==> src/rtl/cls_params.svh <==
`ifndef CLS_PARAMS_SVH
`define CLS_PARAMS_SVH

// Register byte offsets on the APB side
`define CLS_OFF_CTRL 12'h000
`define CLS_OFF_STATUS 12'h004
`define CLS_OFF_INT_STAT 12'h008
`define CLS_OFF_INT_MASK 12'h00c
`define CLS_OFF_FLAGS 12'h010
`define CLS_OFF_GPR_BASE 12'h020

// Control register fields
`define CLS_CTRL_ALIGN_BIT 0
`define CLS_CTRL_CP_BIT 1
`define CLS_RST_CTRL 2'h0

// Event bits, shared by status and mask
`define CLS_EV_ALIGN 0
`define CLS_EV_ABORT 1
`define CLS_EV_UNDEF 2
`define CLS_EV_DONE 3
`define CLS_EV_W 4
`define CLS_RST_MASK 4'h0

// Status register fields
`define CLS_STAT_BUSY_BIT 0
`define CLS_STAT_FLAGS_LSB 4

// Opcode patterns
`define CLS_OPC_LBU_IMM 5'h0f
`define CLS_OPC_LHU_IMM 5'h11
`define CLS_OPC_SHL_IMM 5'h00
`define CLS_OPC_LBU_REG 7'h2e
`define CLS_OPC_LHU_REG 7'h2d
`define CLS_OPC_LBS_REG 7'h2b
`define CLS_OPC_LHS_REG 7'h2f

`endif

==> src/rtl/cls_pkg.sv <==
`default_nettype none
package cls_pkg;

  // Decoded operation kinds
  typedef enum logic [2:0] {
    CLS_OP_NONE = 3'h0,
    CLS_OP_LBU_IMM = 3'h1,
    CLS_OP_LBU_REG = 3'h2,
    CLS_OP_LHU_IMM = 3'h3,
    CLS_OP_LHU_REG = 3'h4,
    CLS_OP_LBS_REG = 3'h5,
    CLS_OP_LHS_REG = 3'h6,
    CLS_OP_SHL_IMM = 3'h7
  } cls_op_t;

  // Sequencer states, one-hot
  typedef enum logic [1:0] {
    CLS_ST_IDLE = 2'b01,
    CLS_ST_MEM = 2'b10
  } cls_state_t;

endpackage
`default_nettype wire

==> src/rtl/cls_decode.sv <==
`timescale 1ns/1ps
`default_nettype none
`include "cls_params.svh"

module cls_decode (
  input wire logic [15:0] instr,
  input wire logic [31:0] src_val,
  input wire logic c_in,
  output cls_pkg::cls_op_t op,
  output logic [2:0] dst_sel,
  output logic [2:0] base_sel,
  output logic [2:0] off_sel,
  output logic [4:0] imm5,
  output logic [31:0] shift_res,
  output logic shift_c
);

  // One extra bit catches the last bit shifted out
  logic [32:0] wide;

  // Opcode match; five-bit groups first, then the seven-bit group
  always_comb
  begin
    op = cls_pkg::CLS_OP_NONE;
    if (instr[15:11] == `CLS_OPC_LBU_IMM)
      op = cls_pkg::CLS_OP_LBU_IMM;
    else if (instr[15:11] == `CLS_OPC_LHU_IMM)
      op = cls_pkg::CLS_OP_LHU_IMM;
    else if (instr[15:11] == `CLS_OPC_SHL_IMM)
      op = cls_pkg::CLS_OP_SHL_IMM;
    else
    begin
      // Register-offset loads share the field layout below
      unique case (instr[15:9])
        `CLS_OPC_LBU_REG: op = cls_pkg::CLS_OP_LBU_REG;
        `CLS_OPC_LHU_REG: op = cls_pkg::CLS_OP_LHU_REG;
        `CLS_OPC_LBS_REG: op = cls_pkg::CLS_OP_LBS_REG;
        `CLS_OPC_LHS_REG: op = cls_pkg::CLS_OP_LHS_REG;
        default: op = cls_pkg::CLS_OP_NONE;
      endcase
    end
  end

  // Fixed field positions
  assign dst_sel = instr[2:0];
  assign base_sel = instr[5:3];
  assign off_sel = instr[8:6];
  assign imm5 = instr[10:6];

  // Zero fill from the right; bit 32 is source bit 32-n
  assign wide = {1'b0, src_val} << imm5;
  assign shift_res = wide[31:0];
  // Zero amount leaves carry alone
  assign shift_c = (imm5 == 5'h00) ? c_in : wide[32];

endmodule // cls_decode
`default_nettype wire

==> src/rtl/cls_core.sv <==
// Local design decisions: the placing of the registers and the APB interface to the registers.
`timescale 1ns/1ps
`default_nettype none
`include "cls_params.svh"

module cls_core #(
  parameter int unsigned ADDR_W = 12
) (
  input wire logic clock,
  input wire logic rst_n,
  input wire logic psel,
  input wire logic penable,
  input wire logic pwrite,
  input wire logic [ADDR_W-1:0] paddr,
  input wire logic [31:0] pwdata,
  output logic [31:0] prdata,
  output logic pready,
  output logic pslverr,
  input wire logic instr_valid,
  output logic instr_ready,
  input wire logic [15:0] instr,
  output logic mem_req,
  output logic [31:0] mem_addr,
  output logic mem_half,
  input wire logic mem_ack,
  input wire logic mem_abort,
  input wire logic [31:0] mem_rdata,
  output logic retire,
  output logic exc_align,
  output logic exc_abort,
  output logic exc_undef,
  output logic irq
);

  // Load kind tests, used by decode and checks
  function automatic logic op_is_load(cls_pkg::cls_op_t op);
    return (op != cls_pkg::CLS_OP_NONE) && (op != cls_pkg::CLS_OP_SHL_IMM);
  endfunction

  function automatic logic op_is_half(cls_pkg::cls_op_t op);
    return (op == cls_pkg::CLS_OP_LHU_IMM) || (op == cls_pkg::CLS_OP_LHU_REG)
      || (op == cls_pkg::CLS_OP_LHS_REG);
  endfunction

  // Extend returned data by size and signedness
  function automatic logic [31:0] ld_extend(logic [31:0] d, cls_pkg::cls_op_t op);
    unique case (op)
      cls_pkg::CLS_OP_LBS_REG: return {{24{d[7]}}, d[7:0]};
      cls_pkg::CLS_OP_LHS_REG: return {{16{d[15]}}, d[15:0]};
      cls_pkg::CLS_OP_LHU_IMM, cls_pkg::CLS_OP_LHU_REG:
        return {16'h0000, d[15:0]};
      default: return {24'h000000, d[7:0]};
    endcase
  endfunction

  cls_pkg::cls_state_t state_ff; // Sequencer
  logic [31:0] gpr_ff [8]; // Low register file
  logic flag_n_ff, flag_z_ff, flag_c_ff, flag_v_ff; // Condition flags
  logic ctrl_align_ff; // Alignment checking enabled
  logic ctrl_cp_ff; // Control coprocessor present
  logic [`CLS_EV_W-1:0] int_stat_ff; // Sticky events
  logic [`CLS_EV_W-1:0] int_mask_ff; // Interrupt enables
  cls_pkg::cls_op_t op_ff; // Load in flight
  logic [2:0] dst_ff; // Its destination
  logic mem_req_ff, mem_half_ff;
  logic [31:0] mem_addr_ff;
  logic [31:0] prdata_ff;
  logic busy_d_ff; // Core was busy last cycle
  logic retire_ff, exc_align_ff, exc_abort_ff, exc_undef_ff;

  cls_pkg::cls_op_t dec_op;
  logic [2:0] dec_dst, dec_base, dec_off;
  logic [4:0] dec_imm5;
  logic [31:0] shift_res;
  logic shift_c;
  logic [31:0] base_val, off_val, ld_off, ld_addr, ld_ext;
  logic acc, align_fault, ld_go, shl_go, ld_done, ld_ok;
  logic apb_wr, gpr_hit, addr_bad;
  logic [31:0] rd_mux;
  logic [`CLS_EV_W-1:0] ev;

  // Field split and shifter; shift source sits where the base does
  cls_decode u_dec (
    .instr(instr),
    .src_val(base_val),
    .c_in(flag_c_ff),
    .op(dec_op),
    .dst_sel(dec_dst),
    .base_sel(dec_base),
    .off_sel(dec_off),
    .imm5(dec_imm5),
    .shift_res(shift_res),
    .shift_c(shift_c)
  );

  assign base_val = gpr_ff[dec_base];
  assign off_val = gpr_ff[dec_off];

  // APB and instructions are serialised so reads never see half a writeback
  assign instr_ready = (state_ff == cls_pkg::CLS_ST_IDLE) && !psel;
  assign acc = instr_valid && instr_ready;

  // Address: byte offset unscaled, half offset doubled, else register
  always_comb
  begin
    unique case (dec_op)
      cls_pkg::CLS_OP_LBU_IMM: ld_off = {27'h0, dec_imm5};
      cls_pkg::CLS_OP_LHU_IMM: ld_off = {26'h0, dec_imm5, 1'b0};
      default: ld_off = off_val;
    endcase
  end
  assign ld_addr = base_val + ld_off;

  // Odd half address faults only with checking present and enabled
  assign align_fault = acc && op_is_half(dec_op) && ld_addr[0]
    && ctrl_align_ff && ctrl_cp_ff;
  assign ld_go = acc && op_is_load(dec_op) && !align_fault;
  assign shl_go = acc && (dec_op == cls_pkg::CLS_OP_SHL_IMM);
  assign ld_done = (state_ff == cls_pkg::CLS_ST_MEM) && mem_ack;
  assign ld_ok = ld_done && !mem_abort;
  assign ld_ext = ld_extend(mem_rdata, op_ff);

  // Sequencer and memory request; request holds until acknowledged
  always_ff @(posedge clock)
  begin
    if (!rst_n)
    begin
      state_ff <= cls_pkg::CLS_ST_IDLE;
      mem_req_ff <= 1'b0;
      mem_addr_ff <= 32'h00000000;
      mem_half_ff <= 1'b0;
      op_ff <= cls_pkg::CLS_OP_NONE;
      dst_ff <= 3'h0;
    end
    else
    begin
      unique case (state_ff)
        cls_pkg::CLS_ST_IDLE:
          if (ld_go)
          begin
            state_ff <= cls_pkg::CLS_ST_MEM;
            mem_req_ff <= 1'b1;
            mem_addr_ff <= ld_addr;
            mem_half_ff <= op_is_half(dec_op);
            op_ff <= dec_op;
            dst_ff <= dec_dst;
          end
        cls_pkg::CLS_ST_MEM:
          if (mem_ack)
          begin
            state_ff <= cls_pkg::CLS_ST_IDLE;
            mem_req_ff <= 1'b0;
          end
        // Illegal code recovers to idle
        default:
        begin
          state_ff <= cls_pkg::CLS_ST_IDLE;
          mem_req_ff <= 1'b0;
        end
      endcase
    end
  end

  // Register file; execution writes beat APB, which is stalled anyway
  always_ff @(posedge clock)
  begin
    if (!rst_n)
    begin
      for (int i = 0; i < 8; i++)
        gpr_ff[i] <= 32'h00000000;
    end
    else if (shl_go)
      gpr_ff[dec_dst] <= shift_res;
    else if (ld_ok)
      gpr_ff[dst_ff] <= ld_ext;
    else if (apb_wr && gpr_hit)
      gpr_ff[paddr[4:2]] <= pwdata;
  end

  // Flags: shift sets N, Z, C; V is never touched by execution
  always_ff @(posedge clock)
  begin
    if (!rst_n)
    begin
      flag_n_ff <= 1'b0;
      flag_z_ff <= 1'b0;
      flag_c_ff <= 1'b0;
      flag_v_ff <= 1'b0;
    end
    else if (shl_go)
    begin
      flag_n_ff <= shift_res[31];
      flag_z_ff <= (shift_res == 32'h00000000);
      flag_c_ff <= shift_c;
    end
    else if (apb_wr && (paddr == ADDR_W'(`CLS_OFF_FLAGS)))
      {flag_n_ff, flag_z_ff, flag_c_ff, flag_v_ff} <= pwdata[3:0];
  end

  // Event pulses, one cycle after their cause
  assign ev[`CLS_EV_ALIGN] = align_fault;
  assign ev[`CLS_EV_ABORT] = ld_done && mem_abort;
  assign ev[`CLS_EV_UNDEF] = acc && (dec_op == cls_pkg::CLS_OP_NONE);
  assign ev[`CLS_EV_DONE] = shl_go || ld_ok;

  always_ff @(posedge clock)
  begin
    if (!rst_n)
    begin
      retire_ff <= 1'b0;
      exc_align_ff <= 1'b0;
      exc_abort_ff <= 1'b0;
      exc_undef_ff <= 1'b0;
      busy_d_ff <= 1'b0;
    end
    else
    begin
      retire_ff <= ev[`CLS_EV_DONE];
      exc_align_ff <= ev[`CLS_EV_ALIGN];
      exc_abort_ff <= ev[`CLS_EV_ABORT];
      exc_undef_ff <= ev[`CLS_EV_UNDEF];
      busy_d_ff <= (state_ff != cls_pkg::CLS_ST_IDLE) || acc;
    end
  end

  // APB slave: no wait state unless the core is or just was busy
  assign pready = (state_ff == cls_pkg::CLS_ST_IDLE) && !busy_d_ff;
  assign apb_wr = psel && penable && pwrite && pready;
  assign gpr_hit = (paddr[ADDR_W-1:5] == (ADDR_W-5)'(`CLS_OFF_GPR_BASE >> 5))
    && (paddr[1:0] == 2'h0);

  // Read decode; unmapped reads zero and errors
  always_comb
  begin
    rd_mux = 32'h00000000;
    addr_bad = 1'b0;
    unique case (paddr)
      ADDR_W'(`CLS_OFF_CTRL): rd_mux = {30'h0, ctrl_cp_ff, ctrl_align_ff};
      ADDR_W'(`CLS_OFF_STATUS):
        rd_mux = {24'h0, flag_n_ff, flag_z_ff, flag_c_ff, flag_v_ff, 3'h0,
          state_ff == cls_pkg::CLS_ST_MEM};
      ADDR_W'(`CLS_OFF_INT_STAT): rd_mux = {28'h0, int_stat_ff};
      ADDR_W'(`CLS_OFF_INT_MASK): rd_mux = {28'h0, int_mask_ff};
      ADDR_W'(`CLS_OFF_FLAGS):
        rd_mux = {28'h0, flag_n_ff, flag_z_ff, flag_c_ff, flag_v_ff};
      default:
      begin
        rd_mux = gpr_hit ? gpr_ff[paddr[4:2]] : 32'h00000000;
        addr_bad = !gpr_hit;
      end
    endcase
  end
  assign pslverr = psel && penable && pready && addr_bad;

  // Read data tracks the addressed register while selected for a read
  always_ff @(posedge clock)
  begin
    if (!rst_n)
      prdata_ff <= 32'h00000000;
    else if (psel && !pwrite)
      prdata_ff <= rd_mux;
  end

  // Control, mask and sticky status; a new event wins over its clear
  always_ff @(posedge clock)
  begin
    if (!rst_n)
    begin
      {ctrl_cp_ff, ctrl_align_ff} <= `CLS_RST_CTRL;
      int_mask_ff <= `CLS_RST_MASK;
      int_stat_ff <= '0;
    end
    else
    begin
      if (apb_wr && (paddr == ADDR_W'(`CLS_OFF_CTRL)))
      begin
        ctrl_align_ff <= pwdata[`CLS_CTRL_ALIGN_BIT];
        ctrl_cp_ff <= pwdata[`CLS_CTRL_CP_BIT];
      end
      if (apb_wr && (paddr == ADDR_W'(`CLS_OFF_INT_MASK)))
        int_mask_ff <= pwdata[`CLS_EV_W-1:0];
      if (apb_wr && (paddr == ADDR_W'(`CLS_OFF_INT_STAT)))
        int_stat_ff <= (int_stat_ff & ~pwdata[`CLS_EV_W-1:0]) | ev;
      else
        int_stat_ff <= int_stat_ff | ev;
    end
  end

  assign irq = |(int_stat_ff & int_mask_ff);
  assign prdata = prdata_ff;
  assign mem_req = mem_req_ff;
  assign mem_addr = mem_addr_ff;
  assign mem_half = mem_half_ff;
  assign retire = retire_ff;
  assign exc_align = exc_align_ff;
  assign exc_abort = exc_abort_ff;
  assign exc_undef = exc_undef_ff;

  // Checking helpers
  logic [31:0] dst_cur;
  logic c_expect;
  assign dst_cur = gpr_ff[dst_ff];
  assign c_expect = base_val[5'(6'd32 - {1'b0, dec_imm5})];

  property p_lbu_imm;
    @(posedge clock) disable iff (!rst_n)
    (acc && dec_op == cls_pkg::CLS_OP_LBU_IMM) |=> (mem_req && !mem_half
      && mem_addr == $past(base_val) + {27'h0, $past(dec_imm5)});
  endproperty
  a_lbu_imm: assert property (p_lbu_imm) else $error("byte imm address wrong");

  property p_lhu_imm;
    @(posedge clock) disable iff (!rst_n)
    (acc && dec_op == cls_pkg::CLS_OP_LHU_IMM && !align_fault) |=> (mem_req
      && mem_half && mem_addr == $past(base_val) + {26'h0, $past(dec_imm5), 1'b0});
  endproperty
  a_lhu_imm: assert property (p_lhu_imm) else $error("half imm address wrong");

  property p_align;
    @(posedge clock) disable iff (!rst_n)
    (acc && op_is_half(dec_op) && ld_addr[0] && ctrl_align_ff && ctrl_cp_ff)
      |=> (exc_align && !mem_req) ##1 (!exc_align || $past(align_fault));
  endproperty
  a_align: assert property (p_align) else $error("alignment fault missed");

  property p_reg_addr;
    @(posedge clock) disable iff (!rst_n)
    (ld_go && dec_op != cls_pkg::CLS_OP_LBU_IMM && dec_op != cls_pkg::CLS_OP_LHU_IMM)
      |=> (mem_addr == $past(base_val) + $past(off_val));
  endproperty
  a_reg_addr: assert property (p_reg_addr) else $error("register address wrong");

  // Expected halfword rebuilt from the bus data, not from the extend function
  property p_ext;
    @(posedge clock) disable iff (!rst_n)
    ld_ok |=> retire && (!$past(mem_half) || gpr_ff[$past(dst_ff)]
      == {{16{$past(op_ff) == cls_pkg::CLS_OP_LHS_REG && $past(mem_rdata[15])}},
      $past(mem_rdata[15:0])});
  endproperty
  a_ext: assert property (p_ext) else $error("load writeback wrong");

  property p_ubyte;
    @(posedge clock) disable iff (!rst_n)
    (ld_ok && !mem_half && op_ff != cls_pkg::CLS_OP_LBS_REG)
      |=> gpr_ff[$past(dst_ff)] == {24'h000000, $past(mem_rdata[7:0])};
  endproperty
  a_ubyte: assert property (p_ubyte) else $error("unsigned byte wrong");

  property p_sbyte;
    @(posedge clock) disable iff (!rst_n)
    (ld_ok && op_ff == cls_pkg::CLS_OP_LBS_REG)
      |=> gpr_ff[$past(dst_ff)] == {{24{$past(mem_rdata[7])}}, $past(mem_rdata[7:0])};
  endproperty
  a_sbyte: assert property (p_sbyte) else $error("signed byte wrong");

  property p_abort;
    @(posedge clock) disable iff (!rst_n)
    (ld_done && mem_abort) |=> exc_abort && !retire
      && gpr_ff[$past(dst_ff)] == $past(dst_cur);
  endproperty
  a_abort: assert property (p_abort) else $error("abort changed destination");

  property p_shift;
    @(posedge clock) disable iff (!rst_n)
    shl_go |=> gpr_ff[$past(dec_dst)] == ($past(base_val) << $past(dec_imm5))
      && flag_v_ff == $past(flag_v_ff) && flag_n_ff == gpr_ff[$past(dec_dst)][31]
      && flag_z_ff == (gpr_ff[$past(dec_dst)] == 32'h00000000);
  endproperty
  a_shift: assert property (p_shift) else $error("shift result or flags wrong");

  property p_carry;
    @(posedge clock) disable iff (!rst_n)
    shl_go |=> flag_c_ff == (($past(dec_imm5) == 5'h00) ? $past(flag_c_ff)
      : $past(c_expect));
  endproperty
  a_carry: assert property (p_carry) else $error("shift carry wrong");

  c_shift: cover property (@(posedge clock) disable iff (!rst_n) shl_go ##1 retire);
  c_load: cover property (@(posedge clock) disable iff (!rst_n) ld_go ##[1:20] ld_ok);
  c_abort: cover property (@(posedge clock) disable iff (!rst_n) ld_done && mem_abort);
  c_fault: cover property (@(posedge clock) disable iff (!rst_n) align_fault);

endmodule // cls_core
`default_nettype wire

==> config.mk <==
export PLATFORM = sky130hd
export DESIGN_NAME = cls_core
export DESIGN_NICKNAME = d
export VERILOG_FILES = /design/src/rtl/cls_pkg.sv /design/src/rtl/cls_decode.sv /design/src/rtl/cls_core.sv
export VERILOG_INCLUDE_DIRS = /design/src /design/src/rtl
export SDC_FILE = /design/constraint.sdc
export NUM_CORES = 1
export LEC_CHECK = 0
export BUFFER_PORTS_ARGS = -buffer_cell sky130_fd_sc_hd__buf_2
export CAP_MARGIN = 5
export CORE_ASPECT_RATIO = 0.7
export CORE_MARGIN = 2
export CORE_UTILIZATION = 45
export DETAILED_ROUTE_END_ITERATION = 8
export PLACE_DENSITY = 0.7
export SETUP_SLACK_MARGIN = 0.4
export SYNTH_ARGS = -nofsm -noshare
export SYNTH_HDL_FRONTEND = slang
export SYNTH_HIERARCHICAL = 1
export SYNTH_SLANG_ARGS = --single-unit
==> constraint.sdc <==
create_clock -name clock -period 4.3 [get_ports clock]
set_clock_uncertainty 0.15 [all_clocks]
set_input_delay 0.215 -clock clock [delete_from_list [all_inputs] [get_ports clock]]
set_output_delay 0.215 -clock clock [all_outputs]
set_load 0.02 [all_outputs]
==> flow_summary.json <==
{
  "drive_above_1_share": 0.3099,
  "arrival_ps": 4050,
  "ys.flop_type": "edfxtp_1",
  "cts_made_buffers": 37,
  "tightest_slew_ps": 1069,
  "antenna_found_initial": 5,
  "die_area_um2": 54660,
  "rsz0062_at_grt": "true",
  "route.detailed.wl_per_inst_um": 29.64,
  "drv_cap": 0,
  "ios": 174,
  "seq_area_um2": 9529,
  "setup_viol": 0,
  "grt_max_degree": 79,
  "max_slew_margin": 0.2810,
  "htreeDepth": 2,
  "synth-seq-area-share": 0.4013,
  "drcViolationCount": 0,
  "period_share": 0.8897,
  "p_per_area_nw_per_um2": 336.5,
  "yosysWarnings": 6,
  "hold_viol": 0,
  "syn-cell-area_um2": 23750,
  "viasPerCell": 6.683,
  "yosys-top-cells-area": "edfxtp_1 32%, mux4_2 21%, dfxtp_1 7.8%, nor2_1 7.0%, mux2i_1 4.0%",
  "status": "finished, final reports clean",
  "grt_pass1_wl_um": 130200,
  "required_ps": 4530,
  "drt_wl_total_um": 90030,
  "dr.pass1.iters": 5,
  "dp_slack_ps": 73.48,
  "ys_ff_latch": 348,
  "criticalPathCategory": "reg2reg",
  "die_h_um": 196.2,
  "fp-row-count": 70,
  "final_nets": 2456,
  "p_leak_nw": 10.21,
  "synth_edf_count": 256,
  "grt_pass1_vias": 19578,
  "clock_path_buffers": 3,
  "die_x_um": 278.6,
  "synth.distinct_cells": 87,
  "drt-initial-drc-count": 3078,
  "grt_overflow": 0,
  "synthArstFlopShare": 0,
  "yosysTopAreaCell": "edfxtp_1",
  "cts_tree": "yes",
  "area_delta_synth_final_pct": 15.63,
  "max_clock_freq_mhz": 261.4,
  "start_kind": "register",
  "synth_cells": 2121,
  "finalWeightedCongestion": 1.068,
  "cts-root-buf": "clkbuf_16",
  "vias": 20304,
  "min_period_ps": 3826,
  "clkTransAtPathRegs_ps": 60,
  "syn_avg_cell_area_um2": 11.20,
  "cts.sinks": 348,
  "hpwl_um": 63700,
  "drtAntennaViolNets": 0,
  "core-area_um2": 52200,
  "worstHoldPathType": "in2reg",
  "nFillCells": 4502,
  "fin_ws_ps": 474.2,
  "ys_top_cells_by_count": "442 x nor2_1, 256 x edfxtp_1, 226 x mux4_2",
  "reg2reg_slack_ps": 470,
  "synth_top_area_share": 0.3237,
  "start_util": 0.4549,
  "syn_nets": 2253,
  "port_buffers": 157,
  "final_core_util": 0.5261,
  "grt_use_total": 0.3259,
  "clock_latency_ps": 550,
  "synth.most_common_cell": "nor2_1",
  "slew_viol_final": 0,
  "crit_fanout": 7,
  "vdd_drop_max_uv": 251.7,
  "finalSetupTns_ps": 0,
  "multi_input_area_um2": 13350,
  "endpoint_kind": "register"
}
-- state kept, by name, summed over array words and instances (netlist names), 2 cells and up --
signal	count
dst_ff	3
state_ff	2
mem_addr	32
int_mask_ff	4
op_ff	3
gpr_ff	256
prdata	32
int_stat_ff	4
-- critical path: stages, from the launching register on --
cell and delay, ps:
edfxtp_1 440, mux4_2 480, mux2_2 400, ha_1 390, nor2b_1 170, o31a_2 370
o31ai_4 260, o31a_1 280, nor3_4 70, o31ai_2 230, buf_4 160, mux2i_1 190
a21oi_1 80
-- routing by layer --
metal / share of wire / global-route usage / wire length, µm / vias to the layer above
met3: 0.17 / 0.1306 / 14940 / 183
met1: 0.39 / 0.4584 / 35090 / 9985
met4: 0.029 / 0.09040 / 2588 / 2
met2: 0.42 / 0.4658 / 37410 / 1593
li1: - / - / - / 8541
met5: 0.00011 / 0 / 10 / -
-- path summary, 6_finish.rpt --
| check | to | depth (start not counted) | from |
|---|---|---|---|
| worst max register to register | mem_addr[28] | 12 | gpr_ff[4][2] |
| worst max-delay path | mem_addr[28] | 12 | gpr_ff[4][2] |
| worst min register to register | mem_addr[19] | 2 | mem_addr[19] |
| worst min-delay path | gpr_ff[0][23] | 4 | pwdata[23] |
-- where the power goes --
| part | switching [W] | total (W) | internal, W |
|---|---|---|---|
| clock network | 0.00140 | 0.00318 | 0.00178 |
| registers | 0.0000813 | 0.00378 | 0.00370 |
| logic | 0.00133 | 0.00228 | 0.000947 |
| total | 0.00282 | 0.00924 | 0.00642 |
-- metrics by stage --
stage	cells	power, W	instance area, µm²	hold slack, ps
after global placement	2933	0.005978	25890	286.6
final	3038	0.009240	27460	20.01
after detailed placement	2933	0.006011	25890	294.1
after CTS	3033	0.009173	27390	6.409
after floorplan	2121	0.005204	23830	210.8
after global routing	3037	0.009487	27460	27.90
-- cell type report --
type,instances,share of cell area
multi-input cells,1564,0.4861
flip-flops and latches,348,0.3470
repair buffers,344,0.08935
clock buffers,50,0.03663
well taps,684,0.03117
clock inverters,17,0.005559
inverters,29,0.003964
diodes,2,0.0001823
-- kinds of logic after synthesis --
group           after synthesis  share of synthesized area
compound gates              367                     0.1048
buf+inv                     209                    0.04094
xor+xnor                     20                   0.007376
fa+ha+maj                    32                    0.01718
flops                       348                     0.4013
mux                         395                     0.2917
simple gates                750                     0.1368
-- repair_timing --
action,in CTS,in global routing
resized for setup,1,12
endpoints found under the setup margin,1,21
pin swaps,0,5
hold buffers,33,0
setup buffers,0,3
hold endpoints to repair,165,0
-- cell usage in the layout, fill, tap and decap left out, types with 13 or more instances in the layout --
master and instances:
nor2_1 441, edfxtp_1 256, mux4_2 226, buf_2 151, buf_4 146, nand2_1 129, a21oi_1 112, mux2i_1 92
dfxtp_1 92, mux2_2 69, o21ai_0 47, a22oi_1 43, clkbuf_16 38, nor3_1 34, dlygate4sd3_1 33, ha_1 30
nand3_1 26, inv_1 23, a211oi_1 21, nand4_1 16, nor4_1 15, a21o_1 15, xnor2_1 15, and3_1 14
a21oi_2 14, nor2b_1 13, buf_12 13
(Power assumes the default switching activity.)
